==> config.mk <==
export PLATFORM = sky130hd
export DESIGN_NAME = pplf_regs
export DESIGN_NICKNAME = d
export VERILOG_FILES = /design/src/verilog/pplf_pkg.sv /design/src/verilog/pplf_regs.sv /design/src/verilog/pplf_sync.sv
export SDC_FILE = /design/constraint.sdc
export NUM_CORES = 1
export LEC_CHECK = 0
export BUFFER_PORTS_ARGS = -buffer_cell sky130_fd_sc_hd__buf_2
export CAP_MARGIN = 10
export CORE_MARGIN = 5
export CORE_UTILIZATION = 45
export DETAILED_ROUTE_END_ITERATION = 6
export GPL_ROUTABILITY_DRIVEN = 0
export GPL_TIMING_DRIVEN = 0
export PLACE_DENSITY = 0.69
export SYNTH_ARGS = -nofsm -noshare
export SYNTH_HDL_FRONTEND = slang
export SYNTH_SLANG_ARGS = --single-unit
==> constraint.sdc <==
create_clock -name core_clk -period 5.2 [get_ports core_clk]
set_input_delay 1.04 -clock core_clk [delete_from_list [all_inputs] [get_ports core_clk]]
set_output_delay 1.04 -clock core_clk [all_outputs]
set_load 0.01 [all_outputs]
==> src/verilog/pplf_pkg.sv <==
// Package with offsets, field layouts, reset values and types of the limit and frequency register bank
package pplf_pkg;
    // Register offsets on the host register port
    localparam logic [7:0] PPLF_OFS_LIMIT_STAT = 8'h2d;  // Per-phase limit status
    localparam logic [7:0] PPLF_OFS_LIMIT_CFG  = 8'h2e;  // Limit threshold and sense select
    localparam logic [7:0] PPLF_OFS_FREQ_STAT  = 8'h2f;  // Captured frequency code
    localparam logic [7:0] PPLF_OFS_FREQ_CFG   = 8'h30;  // Host frequency code
    localparam logic [7:0] PPLF_OFS_LATCH_A    = 8'h46;  // Second-function latch A
    localparam logic [7:0] PPLF_OFS_LATCH_B    = 8'h47;  // Second-function latch B

    // Field positions
    localparam int PPLF_CODE_W      = 5;   // Threshold and frequency code width
    localparam int PPLF_RCUR_BIT    = 5;   // Sense resistance select bit
    localparam int PPLF_SEL_FREQ    = 0;   // Latch bit: frequency from register
    localparam int PPLF_SEL_LIMIT   = 2;   // Latch bit: limit threshold from register

    // Reset values
    localparam logic [7:0] PPLF_RST_BYTE  = 8'h00;  // All registers and latches
    localparam logic [7:0] PPLF_NO_REG    = 8'h00;  // Answer for unmapped offsets

    // Threshold scale in millivolts
    localparam logic [10:0] PPLF_LIMIT_BASE_MV = 11'h0c8;  // 200 mV at code 0
    localparam logic [10:0] PPLF_LIMIT_STEP_MV = 11'h032;  // 50 mV per code

    // One access from the host interface engine
    typedef struct packed {
        logic       wr;     // Write strobe, one cycle
        logic       rd;     // Read strobe, one cycle
        logic [7:0] addr;   // Register offset
        logic [7:0] wdata;  // Write byte
    } pplf_req_s;
endpackage

==> src/verilog/pplf_regs.sv <==
// Per-phase current limit and switching frequency register bank
//
// Overview of operation
// - Phase entering limit sets its flag
// - Phase eight bit 7, phase one bit 0
// - Threshold is 200 mV plus 50 mV per code
// - Host writes 5-bit threshold in bits 4:0
// - Register threshold used only when selected
// - Otherwise resistor threshold tracked continuously
// - Bit 5 picks 100k or 50k sense
// - Power-on captures even frequency resistor code
// - Host frequency applies only when selected
// - Frequency config 5-bit code, bits 7:5 reserved
// - Frequency per code depends on phase count
// - Equal bytes in both latches switch source
`timescale 1ns/1ns
module pplf_regs #(
    parameter int PHASES = 8
) (
    input  wire logic                core_clk,
    input  wire logic                rstn,
    input  wire logic                ce,
    input  wire pplf_pkg::pplf_req_s req,
    input  wire logic [PHASES-1:0]   phase_in_limit,
    input  wire logic [4:0]          limit_resistor_code,
    input  wire logic [4:0]          frequency_setting_pin_code,
    output logic [7:0]               rd_data,
    output logic                     rd_valid,
    output logic [4:0]               limit_code_eff,
    output logic [10:0]              limit_mv,
    output logic                     rcur_50k,
    output logic [4:0]               freq_code_eff,
    output logic [11:0]              freq_khz_8ph,
    output logic                     limit_from_reg,
    output logic                     freq_from_reg
);
    logic [PHASES-1:0] limit_sync;         // Synchronised per-phase limit levels
    logic [PHASES-1:0] limit_prev_reg;     // Previous level for entry detection
    logic [7:0]        limit_stat_reg;     // Sticky per-phase flags
    logic [4:0]        limit_thr_reg;      // Host threshold code
    logic              rcur_sel_reg;       // Sense resistance select
    logic [4:0]        freq_stat_reg;      // Captured frequency code
    logic [4:0]        freq_cfg_reg;       // Host frequency code
    logic              captured_reg;       // Power-on capture done
    logic [7:0]        latch_a_reg;        // Pending latch byte A
    logic [7:0]        latch_b_reg;        // Pending latch byte B
    logic [7:0]        sel_reg;            // Committed source selection
    logic [PHASES-1:0] entry;              // Rising limit entries
    logic [7:0]        entry_byte;         // Entries placed in the status byte
    logic              stat_read;          // Status read clears flags
    logic [4:0]        limit_next;         // Next effective threshold
    logic [4:0]        freq_next;          // Next effective frequency code

    // Threshold code to millivolts
    function automatic logic [10:0] code_to_mv(input logic [4:0] code);
        logic [10:0] steps;
        steps = 11'(code) * pplf_pkg::PPLF_LIMIT_STEP_MV;
        return pplf_pkg::PPLF_LIMIT_BASE_MV + steps;
    endfunction

    // Frequency step in kHz at eight phases; other phase counts are scaled by the modulator
    function automatic logic [11:0] code_to_khz8(input logic [4:0] code);
        logic [11:0] khz;
        case (code)
            5'h00:   khz = 12'd221;
            5'h01:   khz = 12'd244;
            5'h02:   khz = 12'd266;
            5'h03:   khz = 12'd293;
            5'h04:   khz = 12'd307;
            5'h05:   khz = 12'd333;
            5'h06:   khz = 12'd351;
            5'h07:   khz = 12'd373;
            5'h08:   khz = 12'd394;
            5'h09:   khz = 12'd421;
            5'h0a:   khz = 12'd449;
            5'h0b:   khz = 12'd469;
            5'h0c:   khz = 12'd479;
            5'h0d:   khz = 12'd509;
            5'h0e:   khz = 12'd518;
            5'h0f:   khz = 12'd543;
            5'h10:   khz = 12'd581;
            5'h11:   khz = 12'd649;
            5'h12:   khz = 12'd708;
            5'h13:   khz = 12'd751;
            5'h14:   khz = 12'd799;
            5'h15:   khz = 12'd866;
            5'h16:   khz = 12'd919;
            5'h17:   khz = 12'd964;
            5'h18:   khz = 12'd993;
            5'h19:   khz = 12'd1059;
            5'h1a:   khz = 12'd1098;
            5'h1b:   khz = 12'd1141;
            5'h1c:   khz = 12'd1200;
            5'h1d:   khz = 12'd1236;
            5'h1e:   khz = 12'd1291;
            default: khz = 12'd1312;
        endcase
        return khz;
    endfunction

    // Limit comparator outputs come from the analog side
    pplf_sync #(
        .WIDTH (PHASES)
    ) u_limit_sync (
        .core_clk (core_clk),
        .rstn     (rstn),
        .ce       (ce),
        .async_in (phase_in_limit),
        .sync_out (limit_sync)
    );

    // Entry detection and selection muxes
    always_comb begin
        entry      = limit_sync & ~limit_prev_reg;
        entry_byte = 8'h00;
        entry_byte[PHASES-1:0] = entry;
        stat_read  = req.rd && (req.addr == pplf_pkg::PPLF_OFS_LIMIT_STAT);
        limit_next = sel_reg[pplf_pkg::PPLF_SEL_LIMIT] ? limit_thr_reg : limit_resistor_code;
        freq_next  = sel_reg[pplf_pkg::PPLF_SEL_FREQ] ? freq_cfg_reg : freq_stat_reg;
    end

    // Sticky limit flags, cleared by reading; a new entry beats the clear
    always_ff @(posedge core_clk or negedge rstn) begin
        if (!rstn) begin
            limit_prev_reg <= '0;
            limit_stat_reg <= pplf_pkg::PPLF_RST_BYTE;
        end else if (ce) begin
            limit_prev_reg <= limit_sync;
            limit_stat_reg <= (stat_read ? 8'h00 : limit_stat_reg) | entry_byte;
        end
    end

    // Host-written configuration
    always_ff @(posedge core_clk or negedge rstn) begin
        if (!rstn) begin
            limit_thr_reg <= 5'h00;
            rcur_sel_reg  <= 1'b0;
            freq_cfg_reg  <= 5'h00;
        end else if (ce && req.wr) begin
            if (req.addr == pplf_pkg::PPLF_OFS_LIMIT_CFG) begin
                limit_thr_reg <= req.wdata[4:0];
                rcur_sel_reg  <= req.wdata[pplf_pkg::PPLF_RCUR_BIT];
            end
            if (req.addr == pplf_pkg::PPLF_OFS_FREQ_CFG) begin
                freq_cfg_reg <= req.wdata[4:0];
            end
        end
    end

    // Power-on capture of the frequency resistor, taken after reset release not during it
    always_ff @(posedge core_clk or negedge rstn) begin
        if (!rstn) begin
            freq_stat_reg <= 5'h00;
            captured_reg  <= 1'b0;
        end else if (ce && !captured_reg) begin
            freq_stat_reg <= {frequency_setting_pin_code[4:1], 1'b0};
            captured_reg  <= 1'b1;
        end
    end

    // Second-function latches; a write commits when both bytes match
    always_ff @(posedge core_clk or negedge rstn) begin
        if (!rstn) begin
            latch_a_reg <= pplf_pkg::PPLF_RST_BYTE;
            latch_b_reg <= pplf_pkg::PPLF_RST_BYTE;
            sel_reg     <= pplf_pkg::PPLF_RST_BYTE;
        end else if (ce && req.wr) begin
            if (req.addr == pplf_pkg::PPLF_OFS_LATCH_A) begin
                latch_a_reg <= req.wdata;
                if (req.wdata == latch_b_reg) begin
                    sel_reg <= req.wdata;
                end
            end
            if (req.addr == pplf_pkg::PPLF_OFS_LATCH_B) begin
                latch_b_reg <= req.wdata;
                if (req.wdata == latch_a_reg) begin
                    sel_reg <= req.wdata;
                end
            end
        end
    end

    // Read answer one cycle after the strobe
    always_ff @(posedge core_clk or negedge rstn) begin
        if (!rstn) begin
            rd_data  <= pplf_pkg::PPLF_NO_REG;
            rd_valid <= 1'b0;
        end else if (ce) begin
            rd_valid <= req.rd;
            if (req.rd) begin
                case (req.addr)
                    pplf_pkg::PPLF_OFS_LIMIT_STAT: rd_data <= limit_stat_reg;
                    pplf_pkg::PPLF_OFS_LIMIT_CFG:  rd_data <= {2'b00, rcur_sel_reg, limit_thr_reg};
                    pplf_pkg::PPLF_OFS_FREQ_STAT:  rd_data <= {3'b000, freq_stat_reg};
                    pplf_pkg::PPLF_OFS_FREQ_CFG:   rd_data <= {3'b000, freq_cfg_reg};
                    pplf_pkg::PPLF_OFS_LATCH_A:    rd_data <= latch_a_reg;
                    pplf_pkg::PPLF_OFS_LATCH_B:    rd_data <= latch_b_reg;
                    default:                       rd_data <= pplf_pkg::PPLF_NO_REG;
                endcase
            end
        end
    end

    // Effective settings to the analog and modulator side
    always_ff @(posedge core_clk or negedge rstn) begin
        if (!rstn) begin
            limit_code_eff <= 5'h00;
            limit_mv       <= pplf_pkg::PPLF_LIMIT_BASE_MV;
            rcur_50k       <= 1'b0;
            freq_code_eff  <= 5'h00;
            freq_khz_8ph   <= 12'd221;
            limit_from_reg <= 1'b0;
            freq_from_reg  <= 1'b0;
        end else if (ce) begin
            limit_code_eff <= limit_next;
            limit_mv       <= code_to_mv(limit_next);
            rcur_50k       <= rcur_sel_reg;
            freq_code_eff  <= freq_next;
            freq_khz_8ph   <= code_to_khz8(freq_next);
            limit_from_reg <= sel_reg[pplf_pkg::PPLF_SEL_LIMIT];
            freq_from_reg  <= sel_reg[pplf_pkg::PPLF_SEL_FREQ];
        end
    end
endmodule

==> src/verilog/pplf_sync.sv <==
// Three-stage input synchroniser that accepts a change once the last two stages agree
`timescale 1ns/1ns
module pplf_sync #(
    parameter int WIDTH = 8
) (
    input  wire logic             core_clk,
    input  wire logic             rstn,
    input  wire logic             ce,
    input  wire logic [WIDTH-1:0] async_in,
    output logic      [WIDTH-1:0] sync_out
);
    logic [WIDTH-1:0] st1_reg;  // Metastability catcher, read only by st2
    logic [WIDTH-1:0] st2_reg;  // Second stage
    logic [WIDTH-1:0] st3_reg;  // Third stage

    // Shift chain
    always_ff @(posedge core_clk or negedge rstn) begin
        if (!rstn) begin
            st1_reg <= '0;
            st2_reg <= '0;
            st3_reg <= '0;
        end else if (ce) begin
            st1_reg <= async_in;
            st2_reg <= st1_reg;
            st3_reg <= st2_reg;
        end
    end

    // Accept bitwise only where stages two and three agree, filtering single-cycle glitches
    always_ff @(posedge core_clk or negedge rstn) begin
        if (!rstn) begin
            sync_out <= '0;
        end else if (ce) begin
            for (int i = 0; i < WIDTH; i++) begin
                if (st2_reg[i] == st3_reg[i]) begin
                    sync_out[i] <= st3_reg[i];
                end
            end
        end
    end
endmodule

==> results.yml <==
critical_path:
  path_buf_inv: 2
  cp_data_arrival_time_ns: 3.91
  cpPeakStageDelay_ns: 0.36
  critical_path.cell_chain: "buf_2 > mux2i_1 > inv_1 > ha_1 > ha_1 > ha_1 > ha_1 > and3b_1 > o21ai_0 > o2111ai_2 > xnor2_1 > mux2_2"
  cpMostUsedCell: "ha_1"
  crit_fanout: 4
  crit_type: "input pin to register"
  startpoint_type: "input pin"
  crit_family: "adder cells"
  cp.required_ns: 5.49
  crit_path_top_delay_cell: "mux2i_1"
  critPathCaptureType: "register"
synth:
  ys_seq_area_share_pct: 45.5
  ys_async_sr_fraction_pct: 100
  synthAdderAreaFrac_pct: 5.82
  synthCells: 635
  synthXorXnorAreaFrac_pct: 3.35
  synth-compound-area-share_pct: 14.2
  syn_area_um2: 6790
  synthSimpleGateAreaFrac_pct: 12.3
  synth_edf_count: 0
  synth_top_family_by_area: "compound AO/OA/AOI/OAI gates"
  synth.area.mux_share_pct: 13.7
  synth_warnings: 0
  avgSynthCellArea_um2: 10.7
  ys.flop_type: "dfrtp_1"
  ys_types: 76
  ys_seq_elements: 123
detailed_routing:
  drt_wl_total_um: 17100
  route.detailed.drc: 0
  dr.pass1.iters: 5
  via_per_inst: 5.72
  antenna_left: 0
  dr.first_iter.drc_count: 651
  vias: 5329
  wl_per_cell_um: 18.3
finish:
  regMostFlops: "freq_khz_8ph"
  n_fill_cell: 1257
  utilization_pct: 55.4
  area_growth_pct: 19.5
  diodes: 0
  fin_area_um2: 8110
  largest_register_ffs: 11
  final_cell_count_no_fill: 932
  fin_nets: 805
  drive_gt1_share_pct: 28.2
clocking:
  clock_path_buffers: 2
  root_buffer: "clkbuf_16"
  cts_tree: "yes"
  clock_latency_ns: 0.41
  htreeDepth: 4
  numCtsBuffers: 17
  hold_buffers: 0
  clk_pin_slew_worst_paths_ns: 0.05
  cts.sinks: 123
  cts_setup_buffers: 0
  cts_resized: 0
timing:
  skew_ns: 0.00701
  slew_violations: 0
  fin_crit_ns: 3.62
  rsz0062_at_grt: "false"
  worst_slew_pin_slew_ns: 0.599
  fmax_ghz: 0.276
  hold_viol: 0
  finalSetupViolations: 0
  setup_tns_ns: 0
  min_period_over_period_pct: 69.6
  max_slew_margin_pct: 59.3
global_routing:
  track_usage_pct: 19.9
  grt_pass1_vias: 5516
  overflow: 0
  grt_pass1_wl_um: 28400
  antenna_found_initial: 0
  grt_start_max_net_pins: 91
placed_design:
  portBuffers: 79
  postPlaceCellArea_um2: 7450
  dpl.cell_count: 900
  place_hpwl_um: 12500
floorplan:
  start_util_pct: 46.4
  num_io_pins: 84
  die_w_um: 133
  die_h_um: 133
  core-area_um2: 14600
  rows: 44
  dieArea_um2: 17600
min_path:
  min-delay-path-class: "register to register"
status:
  outcome: "finished, final reports clean"
power:
  leakage_nw: 3.79
  peakVddDrop_mv: 0.251
  power_density_nw_per_um2: 377
job:
  max_cap_violations: 0
-- cell usage in the layout, fill, tap and decap left out, types with 9 or more instances in the layout --
| cell type | n |
|---|---|
| buf_2 | 96 |
| xnor2_1 | 10 |
| xor2_1 | 16 |
| clkbuf_16 | 17 |
| dfstp_2 | 9 |
| nand2_1 | 39 |
| nand2b_1 | 12 |
| mux2_2 | 42 |
| ha_1 | 30 |
| o21ai_1 | 15 |
| dfrtp_1 | 114 |
| a21oi_1 | 45 |
| nor2_1 | 44 |
| clkbuf_1 | 17 |
| a31oi_1 | 10 |
| mux2_1 | 22 |
| o21ai_0 | 24 |
| inv_1 | 25 |
| nand3_1 | 13 |
-- cell usage after synthesis, types with 8 or more instances --
master,number,area share (%)
xor2_1,16,2.1
nand2_1,39,2.2
dfstp_2,9,3.5
dfrtp_1,114,42
clkbuf_1,12,0.66
buf_2,18,1.3
a31oi_1,10,0.92
ha_1,30,5.5
xnor2_1,10,1.3
nor2b_1,8,0.74
a21oi_1,45,3.3
nor2_1,44,2.4
o21ai_1,15,1.1
inv_1,25,1.4
nand3_1,13,0.96
nand2b_1,12,1.1
mux2_2,42,7.0
o21ai_0,24,1.8
mux2_1,22,3.6
-- power breakdown --
part,switching (W),internal [W],leakage [nW]
Sequential,0.0000894,0.00110,1.50
Combinational,0.000308,0.000236,1.97
Clock,0.000399,0.000923,0.322
-- cell type report --
type,count,area (um2),share of cell area [%]
Multi-Input combinational cell,443,3360,41.4
Timing Repair Buffer,80,429,5.29
Buffer,43,244,3.01
Sequential cell,123,3090,38.1
Clock inverter,8,190,2.34
Inverter,27,101,1.25
Tap cell,184,230,2.84
Clock buffer,24,472,5.81
-- metal layers --
metal	wire, um	global-route usage [%]
met5	0	0
met4	564	9.18
met3	1140	5.01
met2	8000	31.3
met1	7380	25.9
-- logic make-up after synthesis --
family,Yosys count
xor+xnor,26
flops,123
fa+ha+maj,31
buf+inv,70
compound gates,148
mux,80
simple gates,156
other cells,1
-- final timing paths --
kind	start	endpoint	slack (ns)	cells after the start
max in group asynchronous	rstn	freq_khz_8ph[6]$_DFFE_PN1P_	3.93	2
hold reg to reg	limit_prev_reg[5]$_DFFE_PN0P_	limit_stat_reg[5]$_DFFE_PN0P_	0.44	1
min in group asynchronous	rstn	rd_data[6]$_DFFE_PN0P_	0.51	1
setup / recovery	limit_resistor_code[2]	limit_mv[10]$_DFFE_PN0P_	1.58	12
hold / removal	limit_prev_reg[5]$_DFFE_PN0P_	limit_stat_reg[5]$_DFFE_PN0P_	0.44	1
setup reg to reg	sel_reg[2]$_DFFE_PN0P_	limit_mv[10]$_DFFE_PN0P_	1.72	12
-- per-stage QoR --
stage | hold slack (ns) | worst slack, ns | total power [W]
5_1_grt | 0.467 | 1.48 | 0.00320
3_5_place_dp | 0.434 | 1.18 | 0.00174
3_3_place_gp | 0.431 | 1.29 | 0.00171
2_1_floorplan | 0.423 | 1.63 | 0.00154
6_report | 0.439 | 1.58 | 0.00306
4_1_cts | 0.442 | 1.61 | 0.00308
Power figures use the tool's default switching activity.
